==> src/nvm_self_access_pkg.sv <==
// Constants and carrier types for the nonvolatile self-access controller.
package nvm_self_access_pkg;

  // Clock rate and self-timed program/erase duration.
  localparam int unsigned CLK_MHZ = 100;
  localparam int unsigned PROG_TIME_US = 2000;
  localparam int unsigned PROG_CYCLES = PROG_TIME_US * CLK_MHZ;

  // Register byte offsets on the Avalon-MM slave.
  localparam logic [4:0] OFS_DATA_LOW = 5'h00;
  localparam logic [4:0] OFS_DATA_HIGH = 5'h04;
  localparam logic [4:0] OFS_ADDR_LOW = 5'h08;
  localparam logic [4:0] OFS_ADDR_HIGH = 5'h0C;
  localparam logic [4:0] OFS_CONTROL = 5'h10;
  localparam logic [4:0] OFS_UNLOCK = 5'h14;

  // Control register bit positions.
  localparam int BIT_SELECT = 7;
  localparam int BIT_CONFIG = 6;
  localparam int BIT_LATCH_ONLY = 5;
  localparam int BIT_ERASE = 4;
  localparam int BIT_ERROR = 3;
  localparam int BIT_ENABLE = 2;
  localparam int BIT_WRITE = 1;
  localparam int BIT_READ = 0;

  // Values after reset.
  localparam logic [7:0] CTRL_RESET = 8'h00;
  localparam logic [7:0] ADDR_LOW_RESET = 8'h00;
  localparam logic [6:0] ADDR_HIGH_RESET = 7'h00;
  localparam logic [7:0] DATA_LOW_RESET = 8'h00;
  localparam logic [5:0] DATA_HIGH_RESET = 6'h00;

  // Unlock sequence keys.
  localparam logic [7:0] UNLOCK_FIRST = 8'h55;
  localparam logic [7:0] UNLOCK_SECOND = 8'hAA;

  // Configuration region offsets (added to the region base with address bit 15 set).
  localparam logic [14:0] CFG_USER_ID_LAST = 15'h0003;
  localparam logic [14:0] CFG_DEVICE_ID = 15'h0006;
  localparam logic [14:0] CFG_WORD_FIRST = 15'h0007;
  localparam logic [14:0] CFG_WORD_LAST = 15'h0008;

  typedef enum logic [1:0] {SPACE_EEPROM, SPACE_FLASH, SPACE_CONFIG} mem_space_t;
  typedef enum logic [2:0] {OP_READ, OP_LATCH, OP_LATCH_PROGRAM, OP_ERASE,
                            OP_EE_ERASE_WRITE} mem_op_t;
  typedef enum logic [1:0] {ST_IDLE, ST_READ, ST_PROG} seq_state_t;

  typedef struct packed {
    logic req;
    mem_op_t op;
    mem_space_t space;
    logic [14:0] addr;
    logic [13:0] wdata;
  } mem_cmd_t;

  typedef struct packed {
    logic flashOrEepromSelect;
    logic configSpaceSelect;
    logic latchOnlyMode;
    logic eraseSelect;
    logic sequenceErrorFlag;
    logic programEraseEnable;
    logic writeTrigger;
    logic readTrigger;
  } ctrl_t;

  typedef struct packed {
    seq_state_t st;
    logic [7:0] dataLow;
    logic [5:0] dataHigh;
    logic [7:0] addrLow;
    logic [6:0] addrHigh;
    ctrl_t ctrl;
    logic unlockStep;
    logic unlockArmed;
    logic [31:0] timer;
    logic stall;
    mem_cmd_t cmd;
    logic ack;
    logic [31:0] rdata;
  } nvm_state_t;

endpackage
==> src/nvm_self_access_control.sv <==
// Self-access controller for program Flash, data EEPROM and configuration words.
//
// Summary of operation
// RULE_01 - Config-select bit redirects accesses to configuration region.
// RULE_02 - Config region is address bit 15 set, partial.
// RULE_03 - User IDs writable; device ID, config words not.
// RULE_04 - Reading a forbidden config address zeroes data pair.
// RULE_05 - Low data holds EEPROM byte or word bits 7-0.
// RULE_06 - High data holds word bits 13-8; top reads zero.
// RULE_07 - Low address gives bits 7-0, resets zero.
// RULE_08 - High address gives bits 14-8, resets zero.
// RULE_09 - Memory select: one Flash, zero EEPROM, resets zero.
// RULE_10 - Latch-only write trigger just loads latches.
// RULE_11 - Otherwise write trigger latches then programs latched data.
// RULE_12 - Erase-select makes trigger erase; hardware clears it after.
// RULE_13 - EEPROM ignores latch/erase bits; erase then write byte.
// RULE_14 - Error flag set on any write trigger attempt.
// RULE_15 - Enable bit low inhibits all program and erase.
// RULE_16 - Write trigger self-timed, hardware cleared, software-set only.
// RULE_17 - Read trigger loads data pair in one cycle.
// RULE_18 - Software rewrites rows by read, erase, reload, program.
// RULE_19 - Software may verify writes by reading back.
// RULE_20 - Write 55h then AAh before setting write trigger.
// RULE_21 - Core stalls during real program/erase, not latch loads.
// RULE_22 - Unlocked-less or disabled trigger starts no operation.
// RULE_23 - Writes to read-only config addresses change nothing.
//
// Chosen here: the Avalon-MM register port and the address map.
`timescale 1ns/1ps

module nvm_self_access_control
  import nvm_self_access_pkg::*;
#(
  parameter int unsigned ProgCycles = PROG_CYCLES
) (
  input wire logic core_clk, // Core clock, 100 MHz.
  input wire logic rst, // Asynchronous reset, active high.
  input wire logic [4:0] avs_address, // Byte address of the register.
  input wire logic avs_read, // Read request.
  input wire logic avs_write, // Write request.
  input wire logic [31:0] avs_writedata, // Write data, low byte used.
  input wire logic [3:0] avs_byteenable, // Byte lane enables.
  output logic [31:0] avs_readdata, // Read data.
  output logic avs_waitrequest, // Stall of the current request.
  output mem_cmd_t memCmd, // Command to the memory arrays.
  input wire logic [13:0] memRdata, // Array word, valid in the cycle that the read command stands.
  output logic cpuStall // Core execution stall during program/erase.
);

  if (ProgCycles < 1) begin : gen_check
    $error("ProgCycles must be at least one");
  end

  nvm_state_t cur_ff;
  nvm_state_t nxt_state;

  logic busReq;
  logic access;
  logic wrAcc;
  logic [7:0] wByte;
  logic [14:0] wordAddr;
  mem_space_t target;

  // Configuration addresses that may be read.
  function automatic logic cfgReadable(input logic [14:0] a);
    cfgReadable = (a <= CFG_USER_ID_LAST) || (a == CFG_DEVICE_ID) ||
                  ((a >= CFG_WORD_FIRST) && (a <= CFG_WORD_LAST));
  endfunction

  // Configuration addresses that may be written.
  function automatic logic cfgWritable(input logic [14:0] a);
    cfgWritable = (a <= CFG_USER_ID_LAST);
  endfunction

  assign busReq = avs_read || avs_write;
  assign access = busReq && cur_ff.ack;
  assign wrAcc = access && avs_write && avs_byteenable[0];
  assign wByte = avs_writedata[7:0];
  assign wordAddr = {cur_ff.addrHigh, cur_ff.addrLow}; // [RULE_07] [RULE_08]

  always_comb begin
    if (cur_ff.ctrl.configSpaceSelect) begin
      target = SPACE_CONFIG; // [RULE_01] [RULE_02]
    end else if (cur_ff.ctrl.flashOrEepromSelect) begin
      target = SPACE_FLASH; // [RULE_09]
    end else begin
      target = SPACE_EEPROM;
    end
  end

  always_comb begin
    nxt_state = cur_ff;
    nxt_state.cmd.req = 1'b0;
    nxt_state.ack = busReq && !cur_ff.ack;

    // Sequencer: triggers are served one at a time from idle.
    unique case (cur_ff.st)
      ST_IDLE: begin
        if (cur_ff.ctrl.writeTrigger) begin
          nxt_state.cmd.space = target;
          nxt_state.cmd.addr = wordAddr;
          nxt_state.cmd.wdata = {cur_ff.dataHigh, cur_ff.dataLow};
          if (target == SPACE_EEPROM) begin
            nxt_state.cmd.req = 1'b1;
            nxt_state.cmd.op = OP_EE_ERASE_WRITE; // [RULE_13]
            nxt_state.timer = ProgCycles - 32'd1;
            nxt_state.stall = 1'b1; // [RULE_21]
            nxt_state.st = ST_PROG;
          end else if ((target == SPACE_CONFIG) && !cfgWritable(wordAddr)) begin
            nxt_state.ctrl.writeTrigger = 1'b0; // [RULE_23] [RULE_03]
            nxt_state.ctrl.sequenceErrorFlag = 1'b0;
          end else if (cur_ff.ctrl.eraseSelect) begin
            nxt_state.cmd.req = 1'b1;
            nxt_state.cmd.op = OP_ERASE; // [RULE_12]
            nxt_state.timer = ProgCycles - 32'd1;
            nxt_state.stall = 1'b1; // [RULE_21]
            nxt_state.st = ST_PROG;
          end else if (cur_ff.ctrl.latchOnlyMode) begin
            nxt_state.cmd.req = 1'b1;
            nxt_state.cmd.op = OP_LATCH; // [RULE_10]
            nxt_state.ctrl.writeTrigger = 1'b0;
            nxt_state.ctrl.sequenceErrorFlag = 1'b0;
          end else begin
            nxt_state.cmd.req = 1'b1;
            nxt_state.cmd.op = OP_LATCH_PROGRAM; // [RULE_11]
            nxt_state.timer = ProgCycles - 32'd1;
            nxt_state.stall = 1'b1; // [RULE_21]
            nxt_state.st = ST_PROG;
          end
        end else if (cur_ff.ctrl.readTrigger) begin
          if ((target == SPACE_CONFIG) && !cfgReadable(wordAddr)) begin
            nxt_state.dataLow = 8'h00; // [RULE_04]
            nxt_state.dataHigh = 6'h00;
            nxt_state.ctrl.readTrigger = 1'b0;
          end else begin
            nxt_state.cmd.req = 1'b1;
            nxt_state.cmd.op = OP_READ;
            nxt_state.cmd.space = target;
            nxt_state.cmd.addr = wordAddr;
            nxt_state.st = ST_READ;
          end
        end
      end
      ST_READ: begin
        nxt_state.dataLow = memRdata[7:0]; // [RULE_05] [RULE_17]
        if (cur_ff.cmd.space != SPACE_EEPROM) begin
          nxt_state.dataHigh = memRdata[13:8]; // [RULE_06]
        end
        nxt_state.ctrl.readTrigger = 1'b0; // [RULE_17]
        nxt_state.st = ST_IDLE;
      end
      ST_PROG: begin
        if (cur_ff.timer == 32'd0) begin
          nxt_state.ctrl.writeTrigger = 1'b0; // [RULE_16]
          nxt_state.ctrl.sequenceErrorFlag = 1'b0;
          nxt_state.stall = 1'b0;
          if (cur_ff.cmd.op == OP_ERASE) begin
            nxt_state.ctrl.eraseSelect = 1'b0; // [RULE_12]
          end
          nxt_state.st = ST_IDLE;
        end else begin
          nxt_state.timer = cur_ff.timer - 32'd1;
        end
      end
    endcase

    // Read data is prepared in the first cycle and stands at the accepting edge.
    if (busReq && !cur_ff.ack) begin
      unique case (avs_address)
        OFS_DATA_LOW: nxt_state.rdata = {24'h000000, cur_ff.dataLow};
        OFS_DATA_HIGH: nxt_state.rdata = {26'h0000000, cur_ff.dataHigh}; // [RULE_06]
        OFS_ADDR_LOW: nxt_state.rdata = {24'h000000, cur_ff.addrLow};
        OFS_ADDR_HIGH: nxt_state.rdata = {25'h0000000, cur_ff.addrHigh}; // [RULE_08]
        OFS_CONTROL: nxt_state.rdata = {24'h000000, cur_ff.ctrl};
        default: nxt_state.rdata = 32'h00000000;
      endcase
    end

    // Bus writes come last so that a software set beats a hardware clear; the write trigger can only be set when idle and not already set.
    if (wrAcc) begin
      if (avs_address == OFS_UNLOCK) begin
        if (wByte == UNLOCK_FIRST) begin
          nxt_state.unlockStep = 1'b1; // [RULE_20]
          nxt_state.unlockArmed = 1'b0;
        end else begin
          nxt_state.unlockArmed = cur_ff.unlockStep && (wByte == UNLOCK_SECOND); // [RULE_20]
          nxt_state.unlockStep = 1'b0;
        end
      end else begin
        nxt_state.unlockStep = 1'b0;
        nxt_state.unlockArmed = 1'b0;
      end
      unique case (avs_address)
        OFS_DATA_LOW: nxt_state.dataLow = wByte; // [RULE_05]
        OFS_DATA_HIGH: nxt_state.dataHigh = wByte[5:0]; // [RULE_06]
        OFS_ADDR_LOW: nxt_state.addrLow = wByte; // [RULE_07]
        OFS_ADDR_HIGH: nxt_state.addrHigh = wByte[6:0]; // [RULE_08]
        OFS_CONTROL: begin
          nxt_state.ctrl.flashOrEepromSelect = wByte[BIT_SELECT]; // [RULE_09]
          nxt_state.ctrl.configSpaceSelect = wByte[BIT_CONFIG]; // [RULE_01]
          nxt_state.ctrl.latchOnlyMode = wByte[BIT_LATCH_ONLY];
          nxt_state.ctrl.eraseSelect = wByte[BIT_ERASE];
          nxt_state.ctrl.programEraseEnable = wByte[BIT_ENABLE];
          nxt_state.ctrl.sequenceErrorFlag = wByte[BIT_ERROR] || wByte[BIT_WRITE]; // [RULE_14]
          if (wByte[BIT_WRITE] && cur_ff.unlockArmed && cur_ff.ctrl.programEraseEnable &&
              (cur_ff.st == ST_IDLE) && !cur_ff.ctrl.writeTrigger) begin
            nxt_state.ctrl.writeTrigger = 1'b1; // [RULE_15] [RULE_22] [RULE_16]
          end
          nxt_state.ctrl.readTrigger = nxt_state.ctrl.readTrigger || wByte[BIT_READ]; // [RULE_17]
        end
        default: begin
        end
      endcase
    end
  end

  always_ff @(posedge core_clk or posedge rst) begin
    if (rst) begin
      cur_ff <= '{st: ST_IDLE, dataLow: DATA_LOW_RESET, dataHigh: DATA_HIGH_RESET,
                  addrLow: ADDR_LOW_RESET, addrHigh: ADDR_HIGH_RESET, ctrl: CTRL_RESET,
                  unlockStep: 1'b0, unlockArmed: 1'b0, timer: 32'd0, stall: 1'b0,
                  cmd: '0, ack: 1'b0, rdata: 32'h00000000};
    end else begin
      cur_ff <= nxt_state;
    end
  end

  assign avs_waitrequest = busReq && !cur_ff.ack;
  assign avs_readdata = cur_ff.rdata;
  assign memCmd = cur_ff.cmd;
  assign cpuStall = cur_ff.stall;

  chk_read_done: assert property (@(posedge core_clk) disable iff (rst) // [RULE_17]
    (cur_ff.st == ST_READ) |=> !cur_ff.ctrl.readTrigger && (cur_ff.st == ST_IDLE))
    else $error("read trigger not cleared after read");

  chk_cfg_read_zero: assert property (@(posedge core_clk) disable iff (rst) // [RULE_04]
    ((cur_ff.st == ST_IDLE) && !cur_ff.ctrl.writeTrigger && cur_ff.ctrl.readTrigger &&
     cur_ff.ctrl.configSpaceSelect && !cfgReadable(wordAddr) && !wrAcc)
    |=> (cur_ff.dataLow == 8'h00) && (cur_ff.dataHigh == 6'h00))
    else $error("forbidden config read did not clear data pair");

  chk_high_zero: assert property (@(posedge core_clk) disable iff (rst) // [RULE_06]
    (cur_ff.ack && (avs_address == OFS_DATA_HIGH)) |-> (avs_readdata[7:6] == 2'b00))
    else $error("unimplemented data high bits read nonzero");

  chk_no_locked_op: assert property (@(posedge core_clk) disable iff (rst) // [RULE_22]
    $rose(cur_ff.ctrl.writeTrigger) |-> $past(cur_ff.unlockArmed) &&
                                         $past(cur_ff.ctrl.programEraseEnable))
    else $error("write started without unlock or enable");

  chk_latch_no_stall: assert property (@(posedge core_clk) disable iff (rst) // [RULE_10]
    (memCmd.req && (memCmd.op == OP_LATCH)) |-> !cpuStall ##1 !cpuStall)
    else $error("latch load stalled the core");

  chk_stall_hold: assert property (@(posedge core_clk) disable iff (rst) // [RULE_21]
    ((cur_ff.st == ST_PROG) && (cur_ff.timer != 32'd0)) |-> cpuStall ##1 cpuStall)
    else $error("stall dropped before program finished");

  chk_erase_clear: assert property (@(posedge core_clk) disable iff (rst) // [RULE_12]
    ((cur_ff.st == ST_PROG) && (cur_ff.timer == 32'd0) && (memCmd.op == OP_ERASE) && !wrAcc)
    |=> !cur_ff.ctrl.eraseSelect && !cur_ff.ctrl.writeTrigger)
    else $error("erase select not cleared after erase");

  chk_err_on_wr: assert property (@(posedge core_clk) disable iff (rst) // [RULE_14]
    (wrAcc && (avs_address == OFS_CONTROL) && avs_writedata[BIT_WRITE])
    |=> cur_ff.ctrl.sequenceErrorFlag)
    else $error("write trigger attempt did not set error flag");

  chk_ee_op: assert property (@(posedge core_clk) disable iff (rst) // [RULE_13]
    (memCmd.req && (memCmd.space == SPACE_EEPROM) && (memCmd.op != OP_READ))
    |-> (memCmd.op == OP_EE_ERASE_WRITE) && cpuStall)
    else $error("EEPROM write was not an erase-write cycle");

  chk_ro_config: assert property (@(posedge core_clk) disable iff (rst) // [RULE_23]
    (memCmd.req && (memCmd.space == SPACE_CONFIG) && (memCmd.op != OP_READ))
    |-> (memCmd.addr <= CFG_USER_ID_LAST))
    else $error("write issued to read-only config address");

  chk_enable_gate: assert property (@(posedge core_clk) disable iff (rst) // [RULE_15]
    (wrAcc && (avs_address == OFS_CONTROL) && !cur_ff.ctrl.programEraseEnable &&
     !cur_ff.ctrl.writeTrigger) |=> !cur_ff.ctrl.writeTrigger)
    else $error("write trigger set while writes disabled");

endmodule

==> config.mk <==
export PLATFORM = sky130hd
export DESIGN_NAME = nvm_self_access_control
export DESIGN_NICKNAME = d
export VERILOG_FILES = /design/src/nvm_self_access_pkg.sv /design/src/nvm_self_access_control.sv
export SDC_FILE = /design/constraint.sdc
export NUM_CORES = 1
export LEC_CHECK = 0
export BUFFER_PORTS_ARGS = -buffer_cell sky130_fd_sc_hd__buf_2
export CAP_MARGIN = 20
export CORE_MARGIN = 3
export CORE_UTILIZATION = 60
export CTS_BUF_LIST = sky130_fd_sc_hd__clkbuf_8 sky130_fd_sc_hd__clkbuf_16
export DETAILED_ROUTE_END_ITERATION = 6
export PLACE_DENSITY = 0.88
export SYNTH_ARGS = -nofsm -noshare
export SYNTH_HDL_FRONTEND = slang
export SYNTH_SLANG_ARGS = --single-unit
export TNS_END_PERCENT = 10
==> constraint.sdc <==
create_clock -name core_clk -period 9.35 [get_ports core_clk]
set_clock_uncertainty 0.1 [all_clocks]
set_input_delay 1.4025 -clock core_clk [delete_from_list [all_inputs] [get_ports core_clk]]
set_output_delay 1.4025 -clock core_clk [all_outputs]
set_load 0.05 [all_outputs]
Word level (Yosys, flattened, before mapping)
Index checks and enable logic that the tools add are counted. W data, S select, Z words.

Reductions and logical operators: 37. Eq/ne operators: 23. $add $sub $neg: 1. Multiplexer cells: 59. $lt $le $gt $ge: 3.

Operators by type and width (number): $mux W37 (3); $mux W33 (2); $pmux W33 S2 (1); $mux W21 (3); $mux W14 (3); $pmux W8 S5 (1); $mux W39 (1); $mux W35 (1); $logic_not A32 Y1 (1); $mux W32 (1); $sub A32 B1 Y32 const B (1); $pmux W14 S2 (1); $mux W2 (12); $mux W8 (3); $mux W1 (19); $mux W16 (1); $eq A15 B3 Y1 const B (1); $ge A15 B3 Y1 const B (1); $le A15 B2 Y1 const B (1); $le A15 B4 Y1 const B (1); $reduce_and A5 Y1 (3); $logic_and A1 B1 Y1 (12); $mux W6 (2); $ne A3 B3 Y1 const B (4); 22 further kinds (44).

Input bits: 59. Output and inout port bits: 69. Bits in registers: 142.

Logic depth before layout (Yosys ltp)
Depth after elaboration: 12. Mapped depth: 10. Depth with buffers taken out: 7.

Least setup slack after synthesis
No wires, ideal clock.

Path type: input port to output port. From: in avs_write. To: out avs_waitrequest. Stages on the path: 3. Arrival: 2.263 ns. Path slack: 5.584 ns. Data required time: 7.847 ns. Cells stage by stage: o21bai_1 -> clkbuf_1 -> inv_1.

Longest elaborated chain between the ends: 2.

RTL lines: start, declared (line nvm_self_access_control.sv:40) `input wire logic avs_write,`; $logic_or A1 B1 Y1 (line nvm_self_access_control.sv:75) `assign busReq = avs_read || avs_write;`; $logic_and A1 B1 Y1 (line nvm_self_access_control.sv:228) `assign avs_waitrequest = busReq && !cur_ff.ack;`; end, declared (line nvm_self_access_control.sv:44) `output logic avs_waitrequest,`.

No other way between the ends.

Worst setup path in the final report
Ends and elaborated chain as after synthesis.

==> out/metrics.yaml <==
synthesis:
  ys_ff_latch: 118
  synth_top_family_by_area: "compound AO/OA/AOI/OAI gates"
  yosys_warnings: 0
  synth-async-reset-ratio_pct: 100
  synth-simple-area-share_pct: 15.4
  seq_area_frac_synth_pct: 44.6
  synthXorXnorAreaFrac_pct: 0
  synth_compound_area_share_pct: 16.9
  synthDistinctLibCells: 63
  synthMuxAreaShare_pct: 11.9
  synth_area_um2: 6620
  synth-edff-count: 0
  synth-adder-area-share_pct: 0.756
  synthCells: 652
  syn_area_per_cell_um2: 10.1
  synthFlopType: "dfrtp_1"
clock_tree:
  root_buffer: "clkbuf_8"
  postCtsResizedCells: 0
  clk_pin_slew_worst_paths_ns: 0.06
  numClockSinks: 118
  cts.htree.levels: 4
  cts_buffers: 17
  cts_buffer_depth: 2
  cts_tree: "built"
  postCtsHoldBufs: 0
  insertion_delay_ns: 0.53
  cts_setup_buffers: 0
timing:
  rsz0062_at_grt: "no"
  maxSlewHeadroom_pct: 25.7
  max_freq_ghz: 0.238
  finalSetupTns_ns: 0
  finalCritPeriodShare_pct: 45.0
  setup_viol_count_final: 0
  worst-slew-pin-transition_ns: 1.11
  drv_slew: 0
  hold_violations: 0
  min_period_ns: 4.20
layout:
  area_delta_synth_final_pct: 10.4
  fin_util_pct: 69.5
  nFillCells: 723
  nNetsFinal: 744
  drive_gt1_share_pct: 26.8
  diodes: 0
critical_path:
  critPathKind: "in2out"
  arrival_ns: 2.70
  worstPathRequired_ns: 7.85
  start_kind: "input pin"
  cp_max_fo: 17
  endpoint_kind: "output port"
route:
  drt_iter0_drc: 637
  drc: 0
  routed_via_density: 6.63
  ant_nets: 0
  vias: 5502
  dr.pass1.iters: 6
  drt-total-wl_um: 16500
  wl_per_cell_um: 19.8
placed_design:
  hpwl_um: 11200
  place_congestion: 0.922
  port_buffers: 76
power_and_ir_drop:
  total_power_w: 0.00133
  p_per_area_nw_per_um2: 182
  vdd_ir_drop_max_mv: 0.127
  p_leak_nw: 3.43
floorplan:
  die_x_um: 111
  dieHeight_um: 111
  core-area_um2: 10500
  rows: 37
  start_util_pct: 63.0
  die_area_um2: 12300
  ios: 128
global_routing:
  grt_max_degree: 69
  antenna_found_initial: 0
  grt_overflow_total: 0
  grt_pass1_wl_um: 26800
  grt_pass1_vias: 5345
  grt_usage_pct: 26.6
run_status:
  status: "completed"
run:
  drv_cap: 0
min_path:
  min_path_type: "reg2reg"
## per-layer routing
| metal | vias up | part of all wire (%) | wire length (um) | track usage [%] |
|---|---|---|---|---|
| met1 | 2683 | 40 | 6560 | 34.1 |
| li1 | 2418 | - | - | - |
| met5 | - | 0 | 0 | 0 |
| met3 | 66 | 8.3 | 1370 | 6.11 |
| met4 | 0 | 2.9 | 482 | 11.1 |
| met2 | 335 | 49 | 8060 | 43.8 |
## registers in the layout, summed over array words and instances, names as in the netlist
signal,flops
cur_ff,74
memCmd,35
cpuStall,1
avs_readdata,8
## kinds of logic (layout without fill, tap and decap cells)
logic type	count (synthesis)	after routing
compound gates	165	165
fa+ha+maj	4	4
flops	118	118
mux	72	72
simple gates	179	179
buf+inv	113	132
other cells	1	24
## placed cells by master, fill, tap and decap left out, types with 3 or more instances in the layout
| cell | count |
|---|---|
| or4_1 | 12 |
| buf_2 | 76 |
| a2bb2oi_1 | 3 |
| nor4_2 | 4 |
| nor2_1 | 31 |
| nor3b_1 | 9 |
| nand4_1 | 14 |
| mux2_2 | 51 |
| clkinv_4 | 3 |
| a41o_1 | 3 |
| bufinv_16 | 4 |
| or3_1 | 4 |
| a31oi_1 | 14 |
| clkbuf_16 | 16 |
| nand2b_1 | 8 |
| buf_4 | 6 |
| o21ai_0 | 26 |
| ha_1 | 4 |
| a21oi_1 | 37 |
| nor2b_1 | 4 |
| nor4b_1 | 3 |
| nand2_1 | 44 |
| mux2i_1 | 21 |
| dfrtp_1 | 118 |
| nor4_1 | 8 |
| inv_1 | 16 |
| nor3_1 | 15 |
| o31ai_1 | 22 |
| nand3_1 | 10 |
| a31o_2 | 7 |
| o22ai_1 | 18 |
| clkinvlp_4 | 4 |
| conb_1 | 24 |
| a221o_1 | 7 |
## through the flow
stage	area (um^2)	hold WS [ns]	cells	worst slack, ns
floorplan	6700	0.341	675	4.72
global placement	6680	0.359	798	5.28
detailed placement	6680	0.373	798	5.18
CTS	7310	0.386	830	5.15
global route	7310	0.396	830	5.02
finish	7310	0.382	830	5.15
## synth_stat cells (all sizes together), types with 2 or more instances
| master | n | share of area [%] |
|---|---|---|
| a31oi | 14 | 1.3 |
| nor4 | 14 | 2.2 |
| dfrtp | 118 | 45 |
| or4b | 2 | 0.30 |
| a41o | 3 | 0.45 |
| a22o | 2 | 0.26 |
| o31ai | 22 | 2.5 |
| and3 | 2 | 0.19 |
| ha | 4 | 0.76 |
| a31o | 7 | 0.93 |
| nor4b | 3 | 0.40 |
| inv | 17 | 0.96 |
| a2111oi | 2 | 0.26 |
| a41oi | 2 | 0.26 |
| nand2b | 8 | 0.76 |
| o41ai | 2 | 0.38 |
| a21o | 2 | 0.23 |
| nand4 | 14 | 1.3 |
| nor3b | 9 | 1.0 |
| or3 | 4 | 0.38 |
| clkbuf | 19 | 1.1 |
| nor2 | 32 | 1.9 |
| or4 | 14 | 1.7 |
| a32o | 2 | 0.30 |
| nor3 | 17 | 1.4 |
| a221o | 7 | 1.1 |
| nor2b | 4 | 0.38 |
| o32a | 2 | 0.30 |
| a2bb2oi | 3 | 0.40 |
| nand2 | 44 | 2.5 |
| nand3 | 10 | 0.76 |
| mux2 | 51 | 8.7 |
| a21oi | 37 | 2.8 |
| mux2i | 21 | 3.2 |
| o31a | 2 | 0.26 |
| buf | 76 | 8.3 |
| o22ai | 18 | 1.7 |
| o21ai | 28 | 2.1 |
## worst max-delay path, stage by stage
cell,delay [ns]
buf_2,0.11
o21bai_1,0.78
inv_1,0.15
buf_2,0.26
## report_power, final
group          internal, W  leakage [nW]  switching [W]
clock network     0.000442         0.294       0.000245
registers         0.000528          1.54      0.0000198
logic            0.0000273          1.59      0.0000720
## worst paths after layout
kind	depth (start not counted)	from	end	slack, ns
max	4	avs_write	avs_waitrequest	5.15
min	2	avs_readdata[2]	avs_readdata[2]	0.38
max reg2reg	7	cur_ff[141]	cur_ff[78]	6.02
min reg2reg	2	avs_readdata[2]	avs_readdata[2]	0.38
max in group asynchronous	3	rst	cur_ff[121]	6.99
min in group asynchronous	2	rst	cur_ff[141]	0.88
## layout make-up
cell class | count | area, um^2 | area share [%]
Sequential cell | 118 | 2950 | 40.4
Clock buffer | 18 | 428 | 5.86
Inverter | 18 | 70.1 | 0.959
Clock inverter | 14 | 199 | 2.72
Timing Repair Buffer | 82 | 425 | 5.82
Tap cell | 136 | 170 | 2.33
Multi-Input combinational cell | 444 | 3060 | 41.9
Note: power is estimated with default switching activity, not from simulation.
